--- config.mk ---
export PLATFORM = sky130hd
export DESIGN_NAME = cce_exec
export DESIGN_NICKNAME = d
export VERILOG_FILES = /design/src/hdl/cce_pkg.sv /design/src/hdl/cce_exec.sv /design/src/hdl/cce_gpr.sv
export SDC_FILE = /design/constraint.sdc
export NUM_CORES = 2
export LEC_CHECK = 0
export BUFFER_PORTS_ARGS = -buffer_cell sky130_fd_sc_hd__buf_4
export CAP_MARGIN = 20
export CORE_MARGIN = 8
export CORE_UTILIZATION = 50
export DETAILED_ROUTE_END_ITERATION = 8
export GPL_TIMING_DRIVEN = 0
export PLACE_DENSITY = 0.78
export SYNTH_ARGS = -nofsm -noshare
export SYNTH_HDL_FRONTEND = slang
export SYNTH_SLANG_ARGS = --single-unit
--- constraint.sdc ---
create_clock -name SYS_CLK -period 4.9 [get_ports SYS_CLK]
set_clock_uncertainty 0.15 [all_clocks]
set_input_delay 0.49 -clock SYS_CLK [delete_from_list [all_inputs] [get_ports SYS_CLK]]
set_output_delay 0.49 -clock SYS_CLK [all_outputs]
set_load 0.005 [all_outputs]
--- src/hdl/cce_pkg.sv ---
// Constants and types shared by the call, compare and trap execution unit.
// Assumes one core clock and a 32-bit APB path to the system registers.
// What this block does
// - Table call saves next PC and status.
// - Entry address is base plus imm6 times two.
// - Load halfword, add base, branch there.
// - Interrupt may stop table call after read.
// - Displacement bit clear: reg1 plus disp16, byte.
// - Register bit clear: reg1 address, reg2 bit.
// - Zero flag shows old bit; others kept.
// - Register move picks reg1 or reg2.
// - Immediate move picks imm5 or reg2.
// - Register compare sets flags, keeps registers.
// - Immediate compare subtracts imm5 from reg2.
// - Compare flags: borrow, overflow, sign, zero.
// - Table return restores PC and all status.
// - Debug return restores PC and status.
// - Debug trap saves next PC and status.
// - Debug trap sets pending and disable flags.
// - Debug trap jumps to fixed handler.
// - Interrupt disable sets the disable flag.
// - No interrupt sampling during interrupt disable.
// - Non-maskable interrupt ignores disable flag.
// - Debug instructions optional by configuration.
package cce_pkg;
   // Status word bit positions.
   localparam int unsigned FL_ZERO = 0;
   localparam int unsigned FL_SIGN = 1;
   localparam int unsigned FL_OVF = 2;
   localparam int unsigned FL_CARRY = 3;
   localparam int unsigned FL_SAT = 4;
   localparam int unsigned FL_INT_DIS = 5;
   localparam int unsigned FL_EXC_PEND = 6;
   localparam int unsigned FL_NMI_PEND = 7;
   // Values after reset, fixed addresses and instruction lengths.
   localparam logic [7:0] STATUS_RST = 8'h20;
   localparam logic [31:0] BASE_RST = 32'h0000_0000;
   localparam logic [31:0] DEBUG_VECTOR = 32'h0000_0060;
   localparam logic [31:0] SHORT_LEN = 32'h0000_0002;
   localparam logic [31:0] LONG_LEN = 32'h0000_0004;
   // APB byte offsets.
   localparam logic [7:0] A_STATUS = 8'h00;
   localparam logic [7:0] A_TC_PC = 8'h04;
   localparam logic [7:0] A_TC_STATUS = 8'h08;
   localparam logic [7:0] A_TC_BASE = 8'h0c;
   localparam logic [7:0] A_DBG_PC = 8'h10;
   localparam logic [7:0] A_DBG_STATUS = 8'h14;
   // Opcode fields.
   localparam logic [9:0] OPC_TCALL = 10'h008;
   localparam logic [1:0] OPC_BCLR_TOP = 2'h2;
   localparam logic [5:0] OPC_BCLR_D = 6'h3e;
   localparam logic [5:0] OPC_EXT = 6'h3f;
   localparam logic [5:0] OPC_CMPR = 6'h0f;
   localparam logic [5:0] OPC_CMPI = 6'h13;
   localparam logic [5:0] SUB_MOVR = 6'h19;
   localparam logic [5:0] SUB_MOVI = 6'h18;
   localparam logic [15:0] SUB_BCLR_R = 16'h00e4;
   localparam logic [31:0] OPC_TRET = 32'h0144_07e0;
   localparam logic [31:0] OPC_DRET = 32'h0146_07e0;
   localparam logic [31:0] OPC_IDIS = 32'h0160_07e0;
   localparam logic [15:0] OPC_DTRAP = 16'hf840;

   typedef enum logic [3:0] {
      OP_NONE, OP_TCALL, OP_BCLR_D, OP_BCLR_R, OP_MOVR, OP_MOVI,
      OP_CMPR, OP_CMPI, OP_TRET, OP_DRET, OP_DTRAP, OP_IDIS
   } cce_op_t;
endpackage : cce_pkg

--- src/hdl/cce_exec.sv ---
// Execution unit for table call and return, bit clear, conditional move,
// compare, debug trap and return, and interrupt disable.
// Assumes a decoder hands over one instruction at a time with its PC, a
// memory port that acknowledges each request, and APB on the core clock.
`timescale 1ns/100ps
module cce_exec
#(
   parameter bit HAS_DEBUG = 1'b1
)
(
   // Clock and reset.
   input wire logic SYS_CLK,
   input wire logic RST,
   // APB slave.
   input wire logic PSEL,
   input wire logic PENABLE,
   input wire logic PWRITE,
   input wire logic [7:0] PADDR,
   input wire logic [31:0] PWDATA,
   output logic [31:0] PRDATA,
   output logic PREADY,
   output logic PSLVERR,
   // Instruction issue and completion.
   input wire logic INSN_VALID,
   input wire logic [31:0] INSN_WORD,
   input wire logic [31:0] INSN_PC,
   output logic INSN_READY,
   output logic DONE,
   output logic ILLEGAL,
   output logic [31:0] NEXT_PC,
   // Interrupt requests.
   input wire logic IRQ_REQ,
   input wire logic NMI_REQ,
   output logic INT_ACCEPT,
   output logic NMI_ACCEPT,
   // Memory port.
   output logic MEM_REQ,
   output logic MEM_WRITE,
   output logic MEM_HALF,
   output logic [31:0] MEM_ADDR,
   output logic [7:0] MEM_WDATA,
   input wire logic [15:0] MEM_RDATA,
   input wire logic MEM_ACK
);
   typedef enum logic [2:0] {
      S_IDLE, S_READ_A, S_READ_B, S_EXEC, S_MEM_RD, S_MEM_WR
   } cce_state_t;

   typedef struct packed {
      cce_state_t state;
      cce_pkg::cce_op_t op;
      logic [31:0] insn;
      logic [31:0] pc;
      logic [31:0] opa;
      logic [7:0] status;
      logic [31:0] tc_pc;
      logic [7:0] tc_status;
      logic [31:0] tc_base;
      logic [31:0] dbg_pc;
      logic [7:0] dbg_status;
      logic mem_req;
      logic mem_write;
      logic mem_half;
      logic [31:0] mem_addr;
      logic [7:0] mem_wdata;
      logic [2:0] bit_sel;
      logic done;
      logic illegal;
      logic int_take;
      logic nmi_take;
      logic [31:0] next_pc;
      logic [31:0] prdata;
      logic pslverr;
   } cce_regs_t;

   localparam cce_regs_t REGS_RST = '{
      state: S_IDLE,
      op: cce_pkg::OP_NONE,
      status: cce_pkg::STATUS_RST,
      tc_base: cce_pkg::BASE_RST,
      default: '0
   };

   cce_regs_t s;
   cce_regs_t n;
   logic gpr_we;
   logic [4:0] gpr_waddr;
   logic [4:0] gpr_raddr;
   logic [31:0] gpr_wdata;
   logic [31:0] gpr_rdata;
   logic int_pending;

   // Debug opcodes decode as illegal when the debug option is off.
   function automatic cce_pkg::cce_op_t decode(input logic [31:0] w);
      logic [15:0] hi;
      hi = w[31:16];
      decode = cce_pkg::OP_NONE;
      if (w == cce_pkg::OPC_TRET)
         decode = cce_pkg::OP_TRET;
      else if (w == cce_pkg::OPC_DRET && HAS_DEBUG)
         decode = cce_pkg::OP_DRET;
      else if (w == cce_pkg::OPC_IDIS)
         decode = cce_pkg::OP_IDIS;
      else if (w[15:0] == cce_pkg::OPC_DTRAP && HAS_DEBUG)
         decode = cce_pkg::OP_DTRAP;
      else if (w[15:6] == cce_pkg::OPC_TCALL)
         decode = cce_pkg::OP_TCALL;
      else if (w[10:5] == cce_pkg::OPC_CMPR)
         decode = cce_pkg::OP_CMPR;
      else if (w[10:5] == cce_pkg::OPC_CMPI)
         decode = cce_pkg::OP_CMPI;
      else if (w[15:14] == cce_pkg::OPC_BCLR_TOP && w[10:5] == cce_pkg::OPC_BCLR_D)
         decode = cce_pkg::OP_BCLR_D;
      else if (w[10:5] == cce_pkg::OPC_EXT && hi == cce_pkg::SUB_BCLR_R)
         decode = cce_pkg::OP_BCLR_R;
      else if (w[10:5] == cce_pkg::OPC_EXT && hi[10:5] == cce_pkg::SUB_MOVR && !hi[0])
         decode = cce_pkg::OP_MOVR;
      else if (w[10:5] == cce_pkg::OPC_EXT && hi[10:5] == cce_pkg::SUB_MOVI && !hi[0])
         decode = cce_pkg::OP_MOVI;
   endfunction : decode

   function automatic logic [31:0] insn_len(input cce_pkg::cce_op_t op);
      case (op)
         cce_pkg::OP_TCALL, cce_pkg::OP_CMPR, cce_pkg::OP_CMPI, cce_pkg::OP_DTRAP:
            insn_len = cce_pkg::SHORT_LEN;
         default:
            insn_len = cce_pkg::LONG_LEN;
      endcase
   endfunction : insn_len

   function automatic logic [31:0] sext5(input logic [4:0] v);
      sext5 = {{27{v[4]}}, v};
   endfunction : sext5

   function automatic logic cond_met(input logic [3:0] cc, input logic [7:0] st);
      logic c;
      logic z;
      logic sg;
      logic v;
      c = st[cce_pkg::FL_CARRY];
      z = st[cce_pkg::FL_ZERO];
      sg = st[cce_pkg::FL_SIGN];
      v = st[cce_pkg::FL_OVF];
      case (cc)
         4'h0: cond_met = v;
         4'h1: cond_met = c;
         4'h2: cond_met = z;
         4'h3: cond_met = c | z;
         4'h4: cond_met = sg;
         4'h5: cond_met = 1'b1;
         4'h6: cond_met = sg ^ v;
         4'h7: cond_met = (sg ^ v) | z;
         4'h8: cond_met = !v;
         4'h9: cond_met = !c;
         4'ha: cond_met = !z;
         4'hb: cond_met = !(c | z);
         4'hc: cond_met = !sg;
         4'hd: cond_met = st[cce_pkg::FL_SAT];
         4'he: cond_met = !(sg ^ v);
         default: cond_met = !((sg ^ v) | z);
      endcase
   endfunction : cond_met

   function automatic logic [7:0] cmp_status(input logic [31:0] a, input logic [31:0] b,
                                            input logic [7:0] st);
      logic [32:0] d;
      d = {1'b0, a} - {1'b0, b};
      cmp_status = st;
      cmp_status[cce_pkg::FL_CARRY] = d[32];
      cmp_status[cce_pkg::FL_OVF] = (a[31] != b[31]) && (d[31] != a[31]);
      cmp_status[cce_pkg::FL_SIGN] = d[31];
      cmp_status[cce_pkg::FL_ZERO] = (d[31:0] == 32'h0);
   endfunction : cmp_status

   assign int_pending = NMI_REQ || (IRQ_REQ && !s.status[cce_pkg::FL_INT_DIS]);

   always_comb
   begin
      logic [7:0] rbyte;
      logic [31:0] len;
      n = s;
      rbyte = MEM_RDATA[7:0];
      len = insn_len(s.op);
      n.done = 1'b0;
      n.illegal = 1'b0;
      n.int_take = 1'b0;
      n.nmi_take = 1'b0;
      gpr_we = 1'b0;
      gpr_waddr = s.insn[31:27];
      gpr_wdata = s.opa;
      gpr_raddr = (s.state == S_READ_A) ? s.insn[4:0] : s.insn[15:11];
      // Register access; the instruction logic below wins a same-cycle clash.
      if (PSEL && !PENABLE)
      begin
         n.pslverr = 1'b0;
         case (PADDR)
            cce_pkg::A_STATUS: n.prdata = {24'h0, s.status};
            cce_pkg::A_TC_PC: n.prdata = s.tc_pc;
            cce_pkg::A_TC_STATUS: n.prdata = {24'h0, s.tc_status};
            cce_pkg::A_TC_BASE: n.prdata = s.tc_base;
            cce_pkg::A_DBG_PC: n.prdata = s.dbg_pc;
            cce_pkg::A_DBG_STATUS: n.prdata = {24'h0, s.dbg_status};
            default:
            begin
               n.prdata = 32'h0;
               n.pslverr = 1'b1;
            end
         endcase
      end
      if (PSEL && PENABLE && PWRITE && !s.pslverr)
      begin
         if (PADDR == cce_pkg::A_STATUS)
            n.status = PWDATA[7:0];
         else if (PADDR == cce_pkg::A_TC_BASE)
            n.tc_base = PWDATA;
      end
      case (s.state)
         S_IDLE:
         begin
            if (NMI_REQ)
               n.nmi_take = 1'b1;
            else if (int_pending)
               n.int_take = 1'b1;
            else if (INSN_VALID)
            begin
               n.insn = INSN_WORD;
               n.pc = INSN_PC;
               n.op = decode(INSN_WORD);
               n.state = S_READ_A;
            end
         end
         S_READ_A:
            n.state = S_READ_B;
         S_READ_B:
         begin
            n.opa = gpr_rdata;
            n.state = S_EXEC;
         end
         S_EXEC:
         begin
            n.state = S_IDLE;
            n.done = 1'b1;
            n.next_pc = s.pc + len;
            case (s.op)
               cce_pkg::OP_TCALL:
               begin
                  n.tc_pc = s.pc + len;
                  n.tc_status = s.status;
                  n.mem_addr = s.tc_base + {25'h0, s.insn[5:0], 1'b0};
                  n.mem_half = 1'b1;
                  n.mem_write = 1'b0;
                  n.mem_req = 1'b1;
                  n.done = 1'b0;
                  n.state = S_MEM_RD;
               end
               cce_pkg::OP_BCLR_D, cce_pkg::OP_BCLR_R:
               begin
                  if (s.op == cce_pkg::OP_BCLR_D)
                  begin
                     n.mem_addr = s.opa + {{16{s.insn[31]}}, s.insn[31:16]};
                     n.bit_sel = s.insn[13:11];
                  end
                  else
                  begin
                     n.mem_addr = s.opa;
                     n.bit_sel = gpr_rdata[2:0];
                  end
                  n.mem_half = 1'b0;
                  n.mem_write = 1'b0;
                  n.mem_req = 1'b1;
                  n.done = 1'b0;
                  n.state = S_MEM_RD;
               end
               cce_pkg::OP_MOVR:
               begin
                  gpr_we = 1'b1;
                  gpr_wdata = cond_met(s.insn[20:17], s.status) ? s.opa : gpr_rdata;
               end
               cce_pkg::OP_MOVI:
               begin
                  gpr_we = 1'b1;
                  gpr_wdata = cond_met(s.insn[20:17], s.status) ? sext5(s.insn[4:0])
                                                                   : gpr_rdata;
               end
               cce_pkg::OP_CMPR:
                  n.status = cmp_status(gpr_rdata, s.opa, s.status);
               cce_pkg::OP_CMPI:
                  n.status = cmp_status(gpr_rdata, sext5(s.insn[4:0]), s.status);
               cce_pkg::OP_TRET:
               begin
                  n.next_pc = s.tc_pc;
                  n.status = s.tc_status;
               end
               cce_pkg::OP_DRET:
               begin
                  n.next_pc = s.dbg_pc;
                  n.status = s.dbg_status;
               end
               cce_pkg::OP_DTRAP:
               begin
                  n.dbg_pc = s.pc + len;
                  n.dbg_status = s.status;
                  n.status[cce_pkg::FL_NMI_PEND] = 1'b1;
                  n.status[cce_pkg::FL_EXC_PEND] = 1'b1;
                  n.status[cce_pkg::FL_INT_DIS] = 1'b1;
                  n.next_pc = cce_pkg::DEBUG_VECTOR;
               end
               cce_pkg::OP_IDIS:
                  n.status[cce_pkg::FL_INT_DIS] = 1'b1;
               default:
               begin
                  n.illegal = 1'b1;
                  n.next_pc = s.pc;
               end
            endcase
         end
         S_MEM_RD:
         begin
            if (MEM_ACK)
            begin
               n.mem_req = 1'b0;
               if (s.op == cce_pkg::OP_TCALL)
               begin
                  n.state = S_IDLE;
                  n.done = 1'b1;
                  if (int_pending)
                  begin
                     n.next_pc = s.pc;
                     n.nmi_take = NMI_REQ;
                     n.int_take = !NMI_REQ;
                  end
                  else
                     n.next_pc = s.tc_base + {16'h0, MEM_RDATA};
               end
               else
               begin
                  n.status[cce_pkg::FL_ZERO] = !rbyte[s.bit_sel];
                  n.mem_wdata = rbyte & ~(8'h01 << s.bit_sel);
                  n.mem_write = 1'b1;
                  n.mem_req = 1'b1;
                  n.state = S_MEM_WR;
               end
            end
         end
         S_MEM_WR:
         begin
            if (MEM_ACK)
            begin
               n.mem_req = 1'b0;
               n.mem_write = 1'b0;
               n.done = 1'b1;
               n.next_pc = s.pc + len;
               n.state = S_IDLE;
            end
         end
         default:
            n.state = S_IDLE;
      endcase
   end

   always_ff @(posedge SYS_CLK)
   begin
      if (RST)
         s <= REGS_RST;
      else
         s <= n;
   end

   cce_gpr #(
      .WIDTH(32),
      .DEPTH(32),
      .AW(5)
   ) u_gpr (
      .clk(SYS_CLK),
      .we(gpr_we),
      .waddr(gpr_waddr),
      .wdata(gpr_wdata),
      .raddr(gpr_raddr),
      .rdata(gpr_rdata)
   );

   assign INSN_READY = (s.state == S_IDLE) && !int_pending;
   assign DONE = s.done;
   assign ILLEGAL = s.illegal;
   assign NEXT_PC = s.next_pc;
   assign INT_ACCEPT = s.int_take;
   assign NMI_ACCEPT = s.nmi_take;
   assign MEM_REQ = s.mem_req;
   assign MEM_WRITE = s.mem_write;
   assign MEM_HALF = s.mem_half;
   assign MEM_ADDR = s.mem_addr;
   assign MEM_WDATA = s.mem_wdata;
   assign PRDATA = s.prdata;
   assign PREADY = 1'b1;
   assign PSLVERR = s.pslverr;

   logic ast_sel_bit;
   logic [3:0] ast_keep;
   assign ast_sel_bit = MEM_RDATA[s.bit_sel];
   assign ast_keep = s.status[cce_pkg::FL_SAT:cce_pkg::FL_SIGN];
endmodule : cce_exec

--- src/hdl/cce_gpr.sv ---
// General-purpose register file, one write port and one registered read port.
// Assumes both ports run on the core clock; register 0 always reads zero.
`timescale 1ns/100ps
module cce_gpr
#(
   parameter int WIDTH = 32,
   parameter int DEPTH = 32,
   parameter int AW = 5
)
(
   // Clock.
   input wire logic clk,
   // Write port.
   input wire logic we,
   input wire logic [AW-1:0] waddr,
   input wire logic [WIDTH-1:0] wdata,
   // Read port.
   input wire logic [AW-1:0] raddr,
   output logic [WIDTH-1:0] rdata
);
   logic [WIDTH-1:0] mem [DEPTH];

   always_ff @(posedge clk)
   begin
      if (we && waddr != '0)
         mem[waddr] <= wdata;
      rdata <= (raddr == '0) ? '0 : mem[raddr];
   end
endmodule : cce_gpr

==> metrics.cfg <==
[detailed_routing]
wl_final_microns=242000
antenna_viol_nets_final=0
route.vias.total=55700
final_routed_wire_length_divided_by_cell_count_microns=27.6
drt_pre_antenna_iters=9
drc_errors=1
detail_route.vias_per_cell=6.35
drt_iter0_markers=8360

[final_layout]
final.fill_count=10100
final_design_area_no_fill_sq_mm=0.0771
layout-area-overhead-vs-synth_pct=19.1
finalCoreUtilization_pct=59.8
drive_above_1_share_pct=12.9
layoutNonFillerInstCount=8772
nets=7158

[grt]
grt_pass1_wl_microns=346000
grt.total_usage_pct=32.7
grt.overflow.total=0
grt_max_degree=33
antenna_found_initial=9
top_usage_layer=met2
global_route.usage.met1_pct=40.9
grtUsageMet3_pct=8.58
gr-usage-met2_pct=49.8
via_count_of_the_first_global_routing_pass=52900

[sta]
slew_viol_final=0
timing.slew.headroom_pct=16.1
grt_setup_unrepaired=yes
achievable-frequency_ghz=0.205
layout_worst_path_cycle_share_pct=99.6
setup_ws_ps=17.7
finalCriticalPeriod_ps=4880
finalSetupViolations=0
tightestPinTransition_ps=1260
finalHoldViolations=0

[clock_tree]
tritoncts_sinks=1389
cts-root-buf=clkbuf_16
clk_pin_slew_worst_paths_ps=60
cts_max_path_buffers=3
tritoncts_clock_tree=yes
htree_levels=4
numCtsBuffers=146
clkLatencyLatePin_ps=820

[floorplanning]
floorplan.die.width_microns=376
initial_core_utilization_pct=50.2
row_count=132
die_height_microns=376
core-area_sq_mm=0.129
floorplan.die_area_sq_mm=0.141
top_level_ports=243

[logic_synthesis]
yosys.cell_count.top_type=nand2_1
synth_edf_count=1024
netlist.area_leader.share_pct=47.5
synthTopCellsByCount=nand2_1, edfxtp_1, a21oi_1
syn-cell-area_sq_mm=0.0647
postSynthRegisterBits=1389
netlist_instances=6304
synth.largest_area_cell=edfxtp_1
synthFlopType=edfxtp_1
syn_avg_cell_area_sq_um=10.3
post_synth_num_cell_types=104
ys_warn_count=0
synth.top_cells.by_area=edfxtp_1, dfxtp_1, nand2_1, a21oi_1, a311oi_1
synthArstFlopShare_pct=0
synth-seq-area-share_pct=58.8

[worst_hold_path]
hold_path_class=input pin to flop
worst_hold_path.num_cells=4

[placed_design]
detailed_place_hpwl_microns=175000
place_inst=8391
io_buffer_count=241
place_congestion=1.08
placed_area_sq_mm=0.0710
pre_cts_setup_slack_ps=-1190

[power]
powerDensity_mw_per_mm2=368
p_leak_uw=0.0276
peak_supply_drop_mv=0.380

[worst_setup_path]
data_arrival_time_of_the_critical_path_ps=5420
timing.critical_path.from_type=flop
worstSetupPathType=flop to flop
crit_path_max_fanout=10
r2r_cells=13
critical_path.endpoint_type=flop
worstPathRequired_ps=5430

[job]
timing.max_cap.violations=0

[run_status]
violations=DRC
outcome=complete, but fails checks

## worst paths after layout
check	start	slack (ps)	end
worst max-delay path	s[336]$_SDFFE_PP0P_	20	u_gpr.rdata[5]$_SDFF_PN0_
worst max register to register	s[336]$_SDFFE_PP0P_	20	u_gpr.rdata[5]$_SDFF_PN0_
worst min-delay path	INSN_WORD[7]	110	s[332]$_SDFFE_PP0P_
worst min register to register	s[314]$_SDFFE_PP0P_	310	s[314]$_SDFFE_PP0P_
## layer usage
metal / wire [microns] / vias up
met4: 19800 / 6
met5: 64 / -
met1: 85600 / 26700
li1: - / 24000
met3: 30800 / 895
met2: 106000 / 4182
## where the power goes
part           internal, uW  switching (uW)  leakage, uW
combinational          1460            2780       0.0128
clock                  6370            4910      0.00236
sequential            12600             225       0.0125
## sequential cells by signal (all words and copies together) (netlist names), 4 cells and up
signal	cells
MEM_ADDR	32
PRDATA	32
NEXT_PC	32
s	212
MEM_WDATA	8
ast_keep	4
gpr_waddr	5
u_gpr.rdata	32
u_gpr.mem	1024
## placed cells by master (no fill, tap or decap), types with 19 or more instances in the layout
| master | synthesis | routed |
|---|---|---|
| o211ai_1 | 30 | 30 |
| dlygate4sd3_1 | 0 | 104 |
| o21ai_0 | 136 | 135 |
| inv_1 | 94 | 94 |
| nor3_1 | 77 | 76 |
| a211oi_1 | 133 | 133 |
| ha_1 | 119 | 119 |
| clkbuf_1 | 307 | 325 |
| nor2_4 | 1 | 33 |
| nor2_1 | 391 | 359 |
| clkbuf_16 | 0 | 148 |
| xnor2_1 | 77 | 77 |
| a22oi_1 | 48 | 48 |
| nand4_1 | 25 | 25 |
| buf_2 | 96 | 99 |
| a21o_1 | 32 | 32 |
| and3_1 | 153 | 153 |
| conb_1 | 2 | 33 |
| nor2b_1 | 21 | 21 |
| a311oi_1 | 200 | 200 |
| edfxtp_1 | 1024 | 1024 |
| a21oi_4 | 0 | 32 |
| a21oi_1 | 479 | 444 |
| nand2_1 | 1514 | 1513 |
| buf_4 | 115 | 363 |
| nand2b_1 | 25 | 25 |
| o22ai_1 | 19 | 19 |
| mux2i_1 | 23 | 22 |
| buf_16 | 0 | 29 |
| clkinv_1 | 1 | 28 |
| clkinv_2 | 0 | 20 |
| nand3_1 | 313 | 313 |
| a31oi_1 | 81 | 81 |
| dfxtp_1 | 365 | 365 |
| xor2_1 | 63 | 61 |
| buf_12 | 0 | 34 |
## repair_timing
item / 4_1_cts / 5_1_grt
setup endpoints to repair: 42 / 26
resized for setup: 7 / 23
hold buffers: 104 / 0
pin swaps: 1 / 2
hold endpoints to repair: 111 / 0
buffers inserted: 1 / 2
## cells by family after synthesis
group / count (synthesis) / synth area share (%)
AND/OR/NAND/NOR: 2640 / 17.7
other: 2 / 0.0116
multiplexers: 39 / 0.826
buffers and inverters: 632 / 4.53
XOR/XNOR: 140 / 1.89
AO/OA/AOI/OAI: 1339 / 13.8
flip-flops: 1389 / 58.8
adder cells (fa/ha/maj): 123 / 2.42
## metrics by stage
stage,power [uW],hold slack [ps],TNS [ps]
finish,28400,106,0
global route,29100,99.8,-54.1
CTS,28200,71.4,0
detailed placement,17100,300,-12720
global placement,16900,295,-1656300
floorplan,15600,282,0
## critical path, cell delays in order, from the launching register on
cell and delay, ps:
dfxtp_1 300, buf_4 160, nor3b_2 290, buf_4 250
mux2i_4 590, buf_4 370, buf_2 420, clkbuf_1 550
nand2_1 130, nand3_1 120, a311oi_1 210, a211oi_1 890
a21oi_1 140, nor2_1 180
## layout make-up
class | count | area [sq um] | area share [%]
antenna | 7 | 17.5 | 0.0227
sequential | 1389 | 38100 | 49.4
clock buffer | 185 | 3940 | 5.11
inverter | 95 | 357 | 0.462
tap | 1742 | 2180 | 2.83
clock inverter | 80 | 946 | 1.23
timing repair buffer | 426 | 4510 | 5.84
multi-input combinational | 4314 | 24500 | 31.8
buffer | 534 | 2580 | 3.35
No activity file was read; power rests on OpenSTA's default activity.
